[src/include/sfra_consts.svh]
// Constants for the serial flash read and address mode sequencer
`ifndef SFRA_CONSTS_SVH
`define SFRA_CONSTS_SVH
// Opcodes handled by the sequencer
`define SFRA_OP_READ      8'h03
`define SFRA_OP_QUICK     8'h0B
`define SFRA_OP_DUAL_OUT  8'h3B
`define SFRA_OP_DUAL_IO   8'hBB
`define SFRA_OP_QUAD_OUT  8'h6B
`define SFRA_OP_ENTER     8'hB7
`define SFRA_OP_EXIT      8'hE9
// Address phase lengths in bits, and the index of the last opcode bit
`define SFRA_ALEN_NARROW  6'h18
`define SFRA_ALEN_WIDE    6'h20
`define SFRA_OPCODE_LAST  6'h07
// Dummy clocks per select code, single and lane-output reads
`define SFRA_DC0          4'h8
`define SFRA_DC1          4'h6
`define SFRA_DC2          4'h8
`define SFRA_DC3          4'hA
// Dummy clocks for select code 00 on the dual I/O read
`define SFRA_DC0_IO       4'h4
// Register byte offsets
`define SFRA_REG_CONFIG   8'h00
`define SFRA_REG_CTRL     8'h04
`define SFRA_REG_STATUS   8'h08
`define SFRA_REG_MADDR    8'h0C
`define SFRA_REG_MDATA    8'h10
// Field positions
`define SFRA_CFG_WIDE     5
`define SFRA_CFG_DC_LO    6
`define SFRA_CTRL_BUSY    0
`define SFRA_CTRL_EXT     1
// Array geometry
`define SFRA_FLASH_AW     25
`define SFRA_MEM_AW       8
`endif

[src/include/sfra_pkg.sv]
// Types shared by the sequencer modules
package sfra_pkg;
  typedef enum logic [2:0] {
    ST_OPCODE, ST_ADDR, ST_DUMMY, ST_DATA, ST_TAIL, ST_IGNORE
  } sfra_state_type;
  typedef enum logic [1:0] {LANE_1, LANE_2, LANE_4} sfra_lanes_type;
endpackage

[src/include/sfra_link_if.sv]
// Synchronised link events from the pin sampler to the sequencer
`timescale 1ns/1ps
`default_nettype none
interface sfra_link_if;
  logic       cs_n;
  logic       sclk_rise;
  logic       sclk_fall;
  logic [3:0] io;
  modport src (output cs_n, output sclk_rise, output sclk_fall, output io);
  modport dst (input cs_n, input sclk_rise, input sclk_fall, input io);
endinterface
`default_nettype wire

[src/rtl/sfra_link_sync.sv]
// Two-stage pin synchroniser with serial clock edge detection
`timescale 1ns/1ps
`default_nettype none
module sfra_link_sync (
  // Clock and control
  input  wire logic       sys_clk_i,
  input  wire logic       rst_i,
  input  wire logic       ce_i,
  // Raw pins
  input  wire logic       cs_n_i,
  input  wire logic       sclk_i,
  input  wire logic [3:0] io_i,
  // Synchronised events
  sfra_link_if.src        link
);
  logic [5:0] meta_reg;
  logic [5:0] sync_reg;
  logic       sclk_last_reg;

  // First stage feeds only the second; all pins share the same latency
  always_ff @(posedge sys_clk_i) begin
    if (rst_i) begin
      meta_reg      <= 6'h01;
      sync_reg      <= 6'h01;
      sclk_last_reg <= 1'b0;
    end else if (ce_i) begin
      meta_reg      <= {io_i, sclk_i, cs_n_i};
      sync_reg      <= meta_reg;
      sclk_last_reg <= sync_reg[1];
    end
  end

  // Edges are seen from the second stage against a third
  assign link.cs_n      = sync_reg[0];
  assign link.sclk_rise = sync_reg[1] & ~sclk_last_reg;
  assign link.sclk_fall = ~sync_reg[1] & sclk_last_reg;
  assign link.io        = sync_reg[5:2];
endmodule
`default_nettype wire

[src/rtl/sfra_mem.sv]
// Byte array with one write port and a registered read port
`timescale 1ns/1ps
`default_nettype none
`include "sfra_consts.svh"
module sfra_mem (
  // Clock and control
  input  wire logic                    sys_clk_i,
  input  wire logic                    rst_i,
  input  wire logic                    ce_i,
  // Write port
  input  wire logic                    we_i,
  input  wire logic [`SFRA_MEM_AW-1:0] waddr_i,
  input  wire logic [7:0]              wdata_i,
  // Read port
  input  wire logic [`SFRA_MEM_AW-1:0] raddr_i,
  output logic      [7:0]              rdata_o
);
  logic [7:0] mem_reg [0:(1<<`SFRA_MEM_AW)-1];

  // Array is left uninitialised; software loads it before reading
  always_ff @(posedge sys_clk_i) begin
    if (ce_i && we_i) begin
      mem_reg[waddr_i] <= wdata_i;
    end
  end

  // Read data always comes from a register, one cycle after the address
  always_ff @(posedge sys_clk_i) begin
    if (rst_i) begin
      rdata_o <= 8'h00;
    end else if (ce_i) begin
      rdata_o <= mem_reg[raddr_i];
    end
  end
endmodule
`default_nettype wire

[src/rtl/sfra_top.sv]
// Serial flash read sequencer with 24/32-bit address mode and register slave
// Summary of operation
// - After reset addresses are 24 bits until the enter command.
// - Enter command sets the wide flag at bit 5; addresses become 32 bits.
// - Wide mode ends only by exit command or reset.
// - Exit command clears the wide flag; addresses return to 24 bits.
// - In wide mode all commands work; only address length changes.
// - Top-region quad read, table, signature and ID reads never use 32 bits.
// - Inputs sampled on serial clock rise, outputs changed on fall.
// - Read address increments per byte and wraps to zero at the top.
// - Plain read: single-lane address, no dummies, stops when select rises.
// - Quick read waits the dummy clocks, default 8, then single-lane data.
// - Reads are refused while a program, erase or write cycle runs.
// - Dual output read: lane 0 address and dummies, data on lanes 1 and 0.
// - Dual I/O read: two-lane address, default 4 dummies, two-lane data.
// - Quad output read: single-lane address, default 8 dummies, four-lane data.
// - Two-bit select gives 8,6,8,10 dummies, or 4,6,8,10 for dual I/O.
// - Wide flag is a volatile bit: 0 three-byte, 1 four-byte, 0 at reset.
`timescale 1ns/1ps
`default_nettype none
`include "sfra_consts.svh"
module sfra_top (
  // Clock, reset, enable
  input  wire logic        sys_clk_i,
  input  wire logic        rst_i,
  input  wire logic        ce_i,
  // Flash pins
  input  wire logic        flash_cs_n_i,
  input  wire logic        flash_sclk_i,
  input  wire logic [3:0]  io_lane_i,
  output logic      [3:0]  io_lane_o,
  output logic      [3:0]  io_lane_oe_o,
  // Avalon-MM slave
  input  wire logic [7:0]  avs_address_i,
  input  wire logic        avs_read_i,
  input  wire logic        avs_write_i,
  input  wire logic [31:0] avs_writedata_i,
  input  wire logic [3:0]  avs_byteenable_i,
  output logic      [31:0] avs_readdata_o,
  output logic             avs_waitrequest_o
);
  sfra_link_if link ();

  sfra_pkg::sfra_state_type       st_reg;
  sfra_pkg::sfra_lanes_type       lanes_reg;
  logic [7:0]                     op_reg;
  logic [7:0]                     last_op_reg;
  logic [5:0]                     cnt_reg;
  logic [3:0]                     dummy_reg;
  logic                           dual_in_reg;
  logic [31:0]                    addr_sh_reg;
  logic [`SFRA_FLASH_AW-1:0]      cur_addr_reg;
  logic [7:0]                     out_sh_reg;
  logic [2:0]                     bitpos_reg;
  logic                           cs_last_reg;
  logic                           wide_reg;
  logic [1:0]                     dc_reg;
  logic                           busy_reg;
  logic                           ext_reg;
  logic [`SFRA_MEM_AW-1:0]        maddr_reg;
  logic                           ack_reg;
  logic [7:0]                     mem_q;
  logic [7:0]                     op_full;
  logic [31:0]                    addr_sh_next;
  logic [5:0]                     cnt_step;
  logic [5:0]                     alen;
  logic [`SFRA_FLASH_AW-1:0]      addr_eff;
  logic [7:0]                     out_byte;
  logic                           op_done;
  logic                           addr_done;
  logic                           mode_evt;
  logic                           load_byte;
  logic                           fall_data;
  logic                           bus_req;
  logic                           bus_take;
  logic                           mem_we;

  // Opcodes that start an array read in this block
  function automatic logic is_read(input logic [7:0] op);
    is_read = (op == `SFRA_OP_READ) || (op == `SFRA_OP_QUICK) ||
              (op == `SFRA_OP_DUAL_OUT) || (op == `SFRA_OP_DUAL_IO) ||
              (op == `SFRA_OP_QUAD_OUT);
  endfunction

  // Output lane count per read opcode
  function automatic sfra_pkg::sfra_lanes_type lanes_of(input logic [7:0] op);
    if (op == `SFRA_OP_QUAD_OUT) begin
      lanes_of = sfra_pkg::LANE_4;
    end else if (op == `SFRA_OP_DUAL_OUT || op == `SFRA_OP_DUAL_IO) begin
      lanes_of = sfra_pkg::LANE_2;
    end else begin
      lanes_of = sfra_pkg::LANE_1;
    end
  endfunction

  // Dummy clocks from opcode and select code
  function automatic logic [3:0] dummy_of(input logic [7:0] op, input logic [1:0] dc);
    logic [3:0] d;
    d = 4'h0;
    case (dc)
      2'h0: d = (op == `SFRA_OP_DUAL_IO) ? `SFRA_DC0_IO : `SFRA_DC0;
      2'h1: d = `SFRA_DC1;
      2'h2: d = `SFRA_DC2;
      default: d = `SFRA_DC3;
    endcase
    dummy_of = (op == `SFRA_OP_READ) ? 4'h0 : d;
  endfunction

  // Lanes driven while data goes out; single lane data leaves on lane 1
  function automatic logic [3:0] lane_mask(input sfra_pkg::sfra_lanes_type l);
    case (l)
      sfra_pkg::LANE_4: lane_mask = 4'hF;
      sfra_pkg::LANE_2: lane_mask = 4'h3;
      default:          lane_mask = 4'h2;
    endcase
  endfunction

  // Bits sent per serial clock
  function automatic logic [2:0] lane_step(input sfra_pkg::sfra_lanes_type l);
    case (l)
      sfra_pkg::LANE_4: lane_step = 3'h4;
      sfra_pkg::LANE_2: lane_step = 3'h2;
      default:          lane_step = 3'h1;
    endcase
  endfunction

  // Top bits of the byte placed on the lanes, MSB on the highest lane
  function automatic logic [3:0] out_nibble(input logic [7:0] b,
                                            input sfra_pkg::sfra_lanes_type l);
    case (l)
      sfra_pkg::LANE_4: out_nibble = b[7:4];
      sfra_pkg::LANE_2: out_nibble = {2'h0, b[7:6]};
      default:          out_nibble = {2'h0, b[7], 1'h0};
    endcase
  endfunction

  sfra_link_sync u_sync (
    .sys_clk_i (sys_clk_i),
    .rst_i     (rst_i),
    .ce_i      (ce_i),
    .cs_n_i    (flash_cs_n_i),
    .sclk_i    (flash_sclk_i),
    .io_i      (io_lane_i),
    .link      (link)
  );

  sfra_mem u_mem (
    .sys_clk_i (sys_clk_i),
    .rst_i     (rst_i),
    .ce_i      (ce_i),
    .we_i      (mem_we),
    .waddr_i   (maddr_reg),
    .wdata_i   (avs_writedata_i[7:0]),
    .raddr_i   (cur_addr_reg[`SFRA_MEM_AW-1:0]),
    .rdata_o   (mem_q)
  );

  // Shift-in paths, MSB first; dual I/O takes lane 1 as the upper bit
  assign op_full      = {op_reg[6:0], link.io[0]};
  assign addr_sh_next = dual_in_reg ? {addr_sh_reg[29:0], link.io[1:0]}
                                    : {addr_sh_reg[30:0], link.io[0]};
  assign cnt_step     = dual_in_reg ? 6'h02 : 6'h01;
  assign alen         = wide_reg ? `SFRA_ALEN_WIDE : `SFRA_ALEN_NARROW;
  // Narrow mode puts the extended address bit above the 24 received bits
  assign addr_eff     = wide_reg ? addr_sh_next[`SFRA_FLASH_AW-1:0]
                                 : {ext_reg, addr_sh_next[23:0]};
  assign op_done      = link.sclk_rise && !link.cs_n && st_reg == sfra_pkg::ST_OPCODE &&
                        cnt_reg == `SFRA_OPCODE_LAST;
  assign addr_done    = link.sclk_rise && !link.cs_n && st_reg == sfra_pkg::ST_ADDR &&
                        (cnt_reg + cnt_step) == alen;
  // A mode command counts only if select rises right after its eighth bit
  assign mode_evt     = link.cs_n && !cs_last_reg && st_reg == sfra_pkg::ST_TAIL;
  assign fall_data    = link.sclk_fall && !link.cs_n && st_reg == sfra_pkg::ST_DATA;
  assign load_byte    = fall_data && bitpos_reg == 3'h0;
  assign out_byte     = load_byte ? mem_q : out_sh_reg;

  // Frame sequencer: opcode, address, dummies, data
  always_ff @(posedge sys_clk_i) begin
    if (rst_i) begin
      st_reg      <= sfra_pkg::ST_OPCODE;
      lanes_reg   <= sfra_pkg::LANE_1;
      op_reg      <= 8'h00;
      last_op_reg <= 8'h00;
      cnt_reg     <= 6'h00;
      dummy_reg   <= 4'h0;
      dual_in_reg <= 1'b0;
      addr_sh_reg <= 32'h0;
      cs_last_reg <= 1'b1;
    end else if (ce_i) begin
      cs_last_reg <= link.cs_n;
      if (link.cs_n) begin
        st_reg      <= sfra_pkg::ST_OPCODE;
        cnt_reg     <= 6'h00;
        dual_in_reg <= 1'b0;
      end else if (link.sclk_rise) begin
        case (st_reg)
          sfra_pkg::ST_OPCODE: begin
            op_reg  <= op_full;
            cnt_reg <= cnt_reg + 6'h01;
            if (op_done) begin
              last_op_reg <= op_full;
              cnt_reg     <= 6'h00;
              lanes_reg   <= lanes_of(op_full);
              dummy_reg   <= dummy_of(op_full, dc_reg);
              dual_in_reg <= (op_full == `SFRA_OP_DUAL_IO);
              if (!is_read(op_full)) begin
                // Other opcodes, including the 24-bit-only reads, are not decoded here
                st_reg <= sfra_pkg::ST_TAIL;
              end else if (busy_reg) begin
                st_reg <= sfra_pkg::ST_IGNORE;
              end else begin
                st_reg <= sfra_pkg::ST_ADDR;
              end
            end
          end
          sfra_pkg::ST_ADDR: begin
            addr_sh_reg <= addr_sh_next;
            cnt_reg     <= cnt_reg + cnt_step;
            if (addr_done) begin
              cnt_reg <= 6'h00;
              st_reg  <= (dummy_reg == 4'h0) ? sfra_pkg::ST_DATA
                                             : sfra_pkg::ST_DUMMY;
            end
          end
          sfra_pkg::ST_DUMMY: begin
            cnt_reg <= cnt_reg + 6'h01;
            if ((cnt_reg + 6'h01) == {2'h0, dummy_reg}) begin
              cnt_reg <= 6'h00;
              st_reg  <= sfra_pkg::ST_DATA;
            end
          end
          sfra_pkg::ST_TAIL: begin
            st_reg <= sfra_pkg::ST_IGNORE;
          end
          default: st_reg <= st_reg;
        endcase
      end
    end
  end

  // Address mode flag; leaves wide mode only by command or reset
  always_ff @(posedge sys_clk_i) begin
    if (rst_i) begin
      wide_reg <= 1'b0;
    end else if (ce_i && mode_evt) begin
      if (op_reg == `SFRA_OP_ENTER) begin
        wide_reg <= 1'b1;
      end else if (op_reg == `SFRA_OP_EXIT) begin
        wide_reg <= 1'b0;
      end
    end
  end

  // Data path: address counter, output shifter and lane drive on falls
  always_ff @(posedge sys_clk_i) begin
    if (rst_i) begin
      cur_addr_reg <= '0;
      out_sh_reg   <= 8'h00;
      bitpos_reg   <= 3'h0;
      io_lane_o    <= 4'h0;
      io_lane_oe_o <= 4'h0;
    end else if (ce_i) begin
      if (addr_done) begin
        cur_addr_reg <= addr_eff;
        bitpos_reg   <= 3'h0;
      end
      if (link.cs_n || st_reg != sfra_pkg::ST_DATA) begin
        io_lane_oe_o <= 4'h0;
      end else if (fall_data) begin
        io_lane_o    <= out_nibble(out_byte, lanes_reg);
        io_lane_oe_o <= lane_mask(lanes_reg);
        out_sh_reg   <= out_byte << lane_step(lanes_reg);
        bitpos_reg   <= bitpos_reg + lane_step(lanes_reg);
        if (load_byte) begin
          // 25-bit counter, wider than the 8-bit array index, rolls over to zero only at the top of its own range
          cur_addr_reg <= cur_addr_reg + 1'b1;
        end
      end
    end
  end

  // Avalon slave: one wait cycle, then the access completes
  assign bus_req           = avs_read_i | avs_write_i;
  assign avs_waitrequest_o = bus_req & ~ack_reg;
  assign bus_take          = bus_req & ack_reg;
  assign mem_we            = ce_i && bus_take && avs_write_i && avs_byteenable_i[0] &&
                             avs_address_i == `SFRA_REG_MDATA;

  // Wait flag and registered read data
  always_ff @(posedge sys_clk_i) begin
    if (rst_i) begin
      ack_reg        <= 1'b0;
      avs_readdata_o <= 32'h0;
    end else if (ce_i) begin
      ack_reg <= bus_req & ~ack_reg;
      if (bus_req && !ack_reg) begin
        if (avs_address_i == `SFRA_REG_CONFIG) begin
          avs_readdata_o <= {24'h0, dc_reg, wide_reg, 5'h00};
        end else if (avs_address_i == `SFRA_REG_CTRL) begin
          avs_readdata_o <= {30'h0, ext_reg, busy_reg};
        end else if (avs_address_i == `SFRA_REG_STATUS) begin
          avs_readdata_o <= {21'h0, 3'(st_reg), last_op_reg};
        end else if (avs_address_i == `SFRA_REG_MADDR) begin
          avs_readdata_o <= {24'h0, maddr_reg};
        end else begin
          avs_readdata_o <= 32'h0;
        end
      end
    end
  end

  // Software-written control; the wide flag is read-only here
  always_ff @(posedge sys_clk_i) begin
    if (rst_i) begin
      dc_reg    <= 2'h0;
      busy_reg  <= 1'b0;
      ext_reg   <= 1'b0;
      maddr_reg <= '0;
    end else if (ce_i && bus_take && avs_write_i && avs_byteenable_i[0]) begin
      if (avs_address_i == `SFRA_REG_CONFIG) begin
        dc_reg <= avs_writedata_i[`SFRA_CFG_DC_LO+1:`SFRA_CFG_DC_LO];
      end else if (avs_address_i == `SFRA_REG_CTRL) begin
        busy_reg <= avs_writedata_i[`SFRA_CTRL_BUSY];
        ext_reg  <= avs_writedata_i[`SFRA_CTRL_EXT];
      end else if (avs_address_i == `SFRA_REG_MADDR) begin
        maddr_reg <= avs_writedata_i[`SFRA_MEM_AW-1:0];
      end else if (avs_address_i == `SFRA_REG_MDATA) begin
        maddr_reg <= maddr_reg + 1'b1;
      end
    end
  end
endmodule
`default_nettype wire

[config.mk]
export PLATFORM = sky130hd
export DESIGN_NAME = sfra_top
export DESIGN_NICKNAME = d
export VERILOG_FILES = /design/src/include/sfra_pkg.sv /design/src/include/sfra_link_if.sv /design/src/rtl/sfra_link_sync.sv /design/src/rtl/sfra_mem.sv /design/src/rtl/sfra_top.sv
export VERILOG_INCLUDE_DIRS = /design/src /design/src/include
export SDC_FILE = /design/constraint.sdc
export NUM_CORES = 2
export LEC_CHECK = 0
export BUFFER_PORTS_ARGS = -buffer_cell sky130_fd_sc_hd__buf_2
export CORE_MARGIN = 1
export CORE_UTILIZATION = 55
export CTS_CLUSTER_SIZE = 10
export DETAILED_ROUTE_END_ITERATION = 8
export PLACE_DENSITY = 0.71
export SLEW_MARGIN = 20
export SYNTH_ARGS = -nofsm -noshare
export SYNTH_HDL_FRONTEND = slang
export SYNTH_SLANG_ARGS = --single-unit
[constraint.sdc]
create_clock -name sys_clk_i -period 4.9 [get_ports sys_clk_i]
set_input_delay 0.49 -clock sys_clk_i [delete_from_list [all_inputs] [get_ports sys_clk_i]]
set_output_delay 0.49 -clock sys_clk_i [all_outputs]
set_load 0.03 [all_outputs]
==> flow_metrics.env <==
export IMPL_initial_core_util=0.555
export IMPL_relSlewSlack=0.163
export IMPL_power_density_nw_per_um2=377
export IMPL_grt_max_degree=123
export IMPL_use_met2=0.432
export IMPL_drt_total_wl_um=225000
export IMPL_synth_edff_count=2048
export IMPL_postSynth_asyncResetShare=0
export IMPL_chipWidth_um=397
export IMPL_largest_register_ffs=2048
export IMPL_setup_viol=0
export IMPL_hp_class="input port to register"
export IMPL_fin_crit_sh=0.798
export IMPL_status="finished with violations"
export IMPL_cts_buffers=235
export IMPL_synth_cell_type_count=88
export IMPL_top_usage_layer="met2"
export IMPL_io_pins=96
export IMPL_die_h_um=397
export IMPL_nNetsFinal=4959
export IMPL_grt_setup_unrepaired="no"
export IMPL_fin_tns_setup_ns=0
export IMPL_syn_to_final_growth_pct=12.6
export IMPL_use_met3=0.0645
export IMPL_die_area_um2=157000
export IMPL_synth_area_um2=85600
export IMPL_cp_end_kind="register"
export IMPL_grt_usage=0.289
export IMPL_syn_avg_cell_area_um2=18.9
export IMPL_clockRootBuffer="clkbuf_16"
export IMPL_core_area_um2=154000
export IMPL_wl_per_cell_um=32.1
export IMPL_overflow=0
export IMPL_antenna_found_initial=6
export IMPL_clk_latency_ns=0.88
export IMPL_synth_main_ff_cell="edfxtp_1"
export IMPL_hold_viol=0
export IMPL_period_minus_slack_ns=3.91
export IMPL_worstSetupPathType="register to register"
export IMPL_clock_fmax_mhz=256
export IMPL_netlist_instances=4524
export IMPL_worst_pin_slew_ns=1.25
export IMPL_rows=144
export IMPL_dr_pass1_iters=9
export IMPL_clkSinkCount=2155
export IMPL_ys_warnings_count=0
export IMPL_drc_errors=28
export IMPL_h_tree_depth=4
export IMPL_cts_buffer_depth=3
export IMPL_drive_gt1_frac=0.238
export IMPL_cts_clk_slew_worst_paths_ns=0.06
export IMPL_routabilityCongestion=0.954
export IMPL_ir_drop_uv=431
export IMPL_whs_ns=0.142
export IMPL_use_met1=0.409
export IMPL_cts_setup_buffers=0
export IMPL_fin_skew_ns=0.0491
export IMPL_io_buffers=45
export IMPL_worstPathArrival_ns=4.65
export IMPL_hpwlAfterDp_um=140000
export IMPL_cts_tree="yes"
export IMPL_drt_iter0_markers=7022
export IMPL_grt_pass1_vias=45447
export IMPL_crit_fanout=43
export IMPL_p_leak_nw=30.1
export IMPL_grt_pass1_wl_um=323000
export IMPL_cp_start_kind="register"
export IMPL_viasPerCell=6.61
export IMPL_worstPathRequired_ns=5.65
export IMPL_ant_nets=0
export IMPL_seq_area_frac_synth=0.743
export IMPL_final_max_slew_viol_count=0
export IMPL_via_count=46354
export IMPL_cap_violations=0
export IMPL_ys_ff_latch=2155
export IMPL_failed_checks="DRC"
## stage by stage
stage          worst slack [ns]  total power [W]  utilization  cells  area [um2]
2_1_floorplan              1.88           0.0208            -   4544       85700
3_3_place_gp              0.789           0.0213        0.583   6694       89900
3_5_place_dp              0.693           0.0214        0.583   6694       90000
4_1_cts                    1.09           0.0364        0.625   7001       96400
5_1_grt                   0.939           0.0371        0.625   7001       96400
6_report                  0.991           0.0363        0.625   7008       96400
## where the power goes
group	switching [W]	internal, W	total (W)
logic	0.000629	0.000158	0.000788
clock network	0.00663	0.00869	0.0153
registers	0.0000435	0.0202	0.0202
total	0.00730	0.0290	0.0363
## cells by family (layout without fill, tap and decap cells)
family | after synthesis | count (layout) | share of synthesized area
XOR/XNOR | 5 | 5 | 0.000511
AO/OA/AOI/OAI | 498 | 498 | 0.0400
adder cells (fa/ha/maj) | 13 | 13 | 0.00207
other | 1 | 28 | 0.0000438
AND/OR/NAND/NOR | 805 | 805 | 0.0409
buffers and inverters | 328 | 741 | 0.0212
multiplexers | 719 | 719 | 0.152
flip-flops | 2155 | 2155 | 0.743
## worst max-delay path: stages, from the launching register on
cell       delay [ns]
dfxtp_4          0.87
buf_12           0.41
buf_4            0.36
buf_4            0.23
mux2i_1          0.28
a22oi_1          0.13
nand2_1          0.08
o21ai_0          0.13
a2111oi_0        0.67
a2111oi_0        0.17
buf_4            0.21
a31o_1           0.18
## cell usage after synthesis, types with 24 or more instances
library cell	n	area, um2
nor3_1	39	195
mux2i_1	242	2420
edfxtp_1	2048	61500
clkbuf_1	125	469
a22oi_1	66	495
dfxtp_1	107	2140
a21oi_1	120	601
buf_2	65	325
mux4_2	464	10500
buf_1	24	90.1
a221oi_1	37	324
o21ai_0	55	275
nand3_1	58	290
buf_6	38	428
buf_4	47	353
nor2_1	386	1450
nand2_1	209	785
o22ai_1	35	219
## layer usage
| layer | vias up | part of all wire |
|---|---|---|
| li1 | 18995 | - |
| met1 | 24027 | 0.38 |
| met2 | 2840 | 0.46 |
| met3 | 484 | 0.11 |
| met4 | 8 | 0.050 |
| met5 | - | 0.00024 |
## what timing repair did
action | 4_1_cts | 5_1_grt
gates resized for setup | 0 | 0
hold buffers | 4 | 0
hold endpoints to repair | 4 | 0
## worst paths after layout
check	from	to	slack (ns)	cells past startpoint
setup reg to reg	cur_addr_reg[0]	u_mem.rdata_o[2]	0.99	11
hold reg to reg	last_op_reg[0]	last_op_reg[0]	0.46	2
hold / removal	rst_i	u_sync.meta_reg[3]	0.14	2
setup / recovery	cur_addr_reg[0]	u_mem.rdata_o[2]	0.99	11
## area by class of cell
type                       instances  area (um2)
timing repair buffer             412        3350
clock inverter                    15         203
clock buffer                     288        6180
tap                             2044        2560
sequential                      2155       63700
antenna                            7        17.5
inverter                          26         103
multi-input combinational       2061       20300
fill                           10503       57800
## cell usage in the layout (no fill, tap or decap), drive strengths merged, types with 27 or more instances in the layout
cell    count
mux2i     242
edfxtp   2048
a22oi      66
o21ai      65
o22ai      35
buf       400
dfxtp     107
nor2      386
a221oi     39
inv        27
nand3      59
mux4      464
nor3       40
nand2     209
clkbuf    296
a21oi     120
Note: power is estimated with default switching activity, not from simulation.
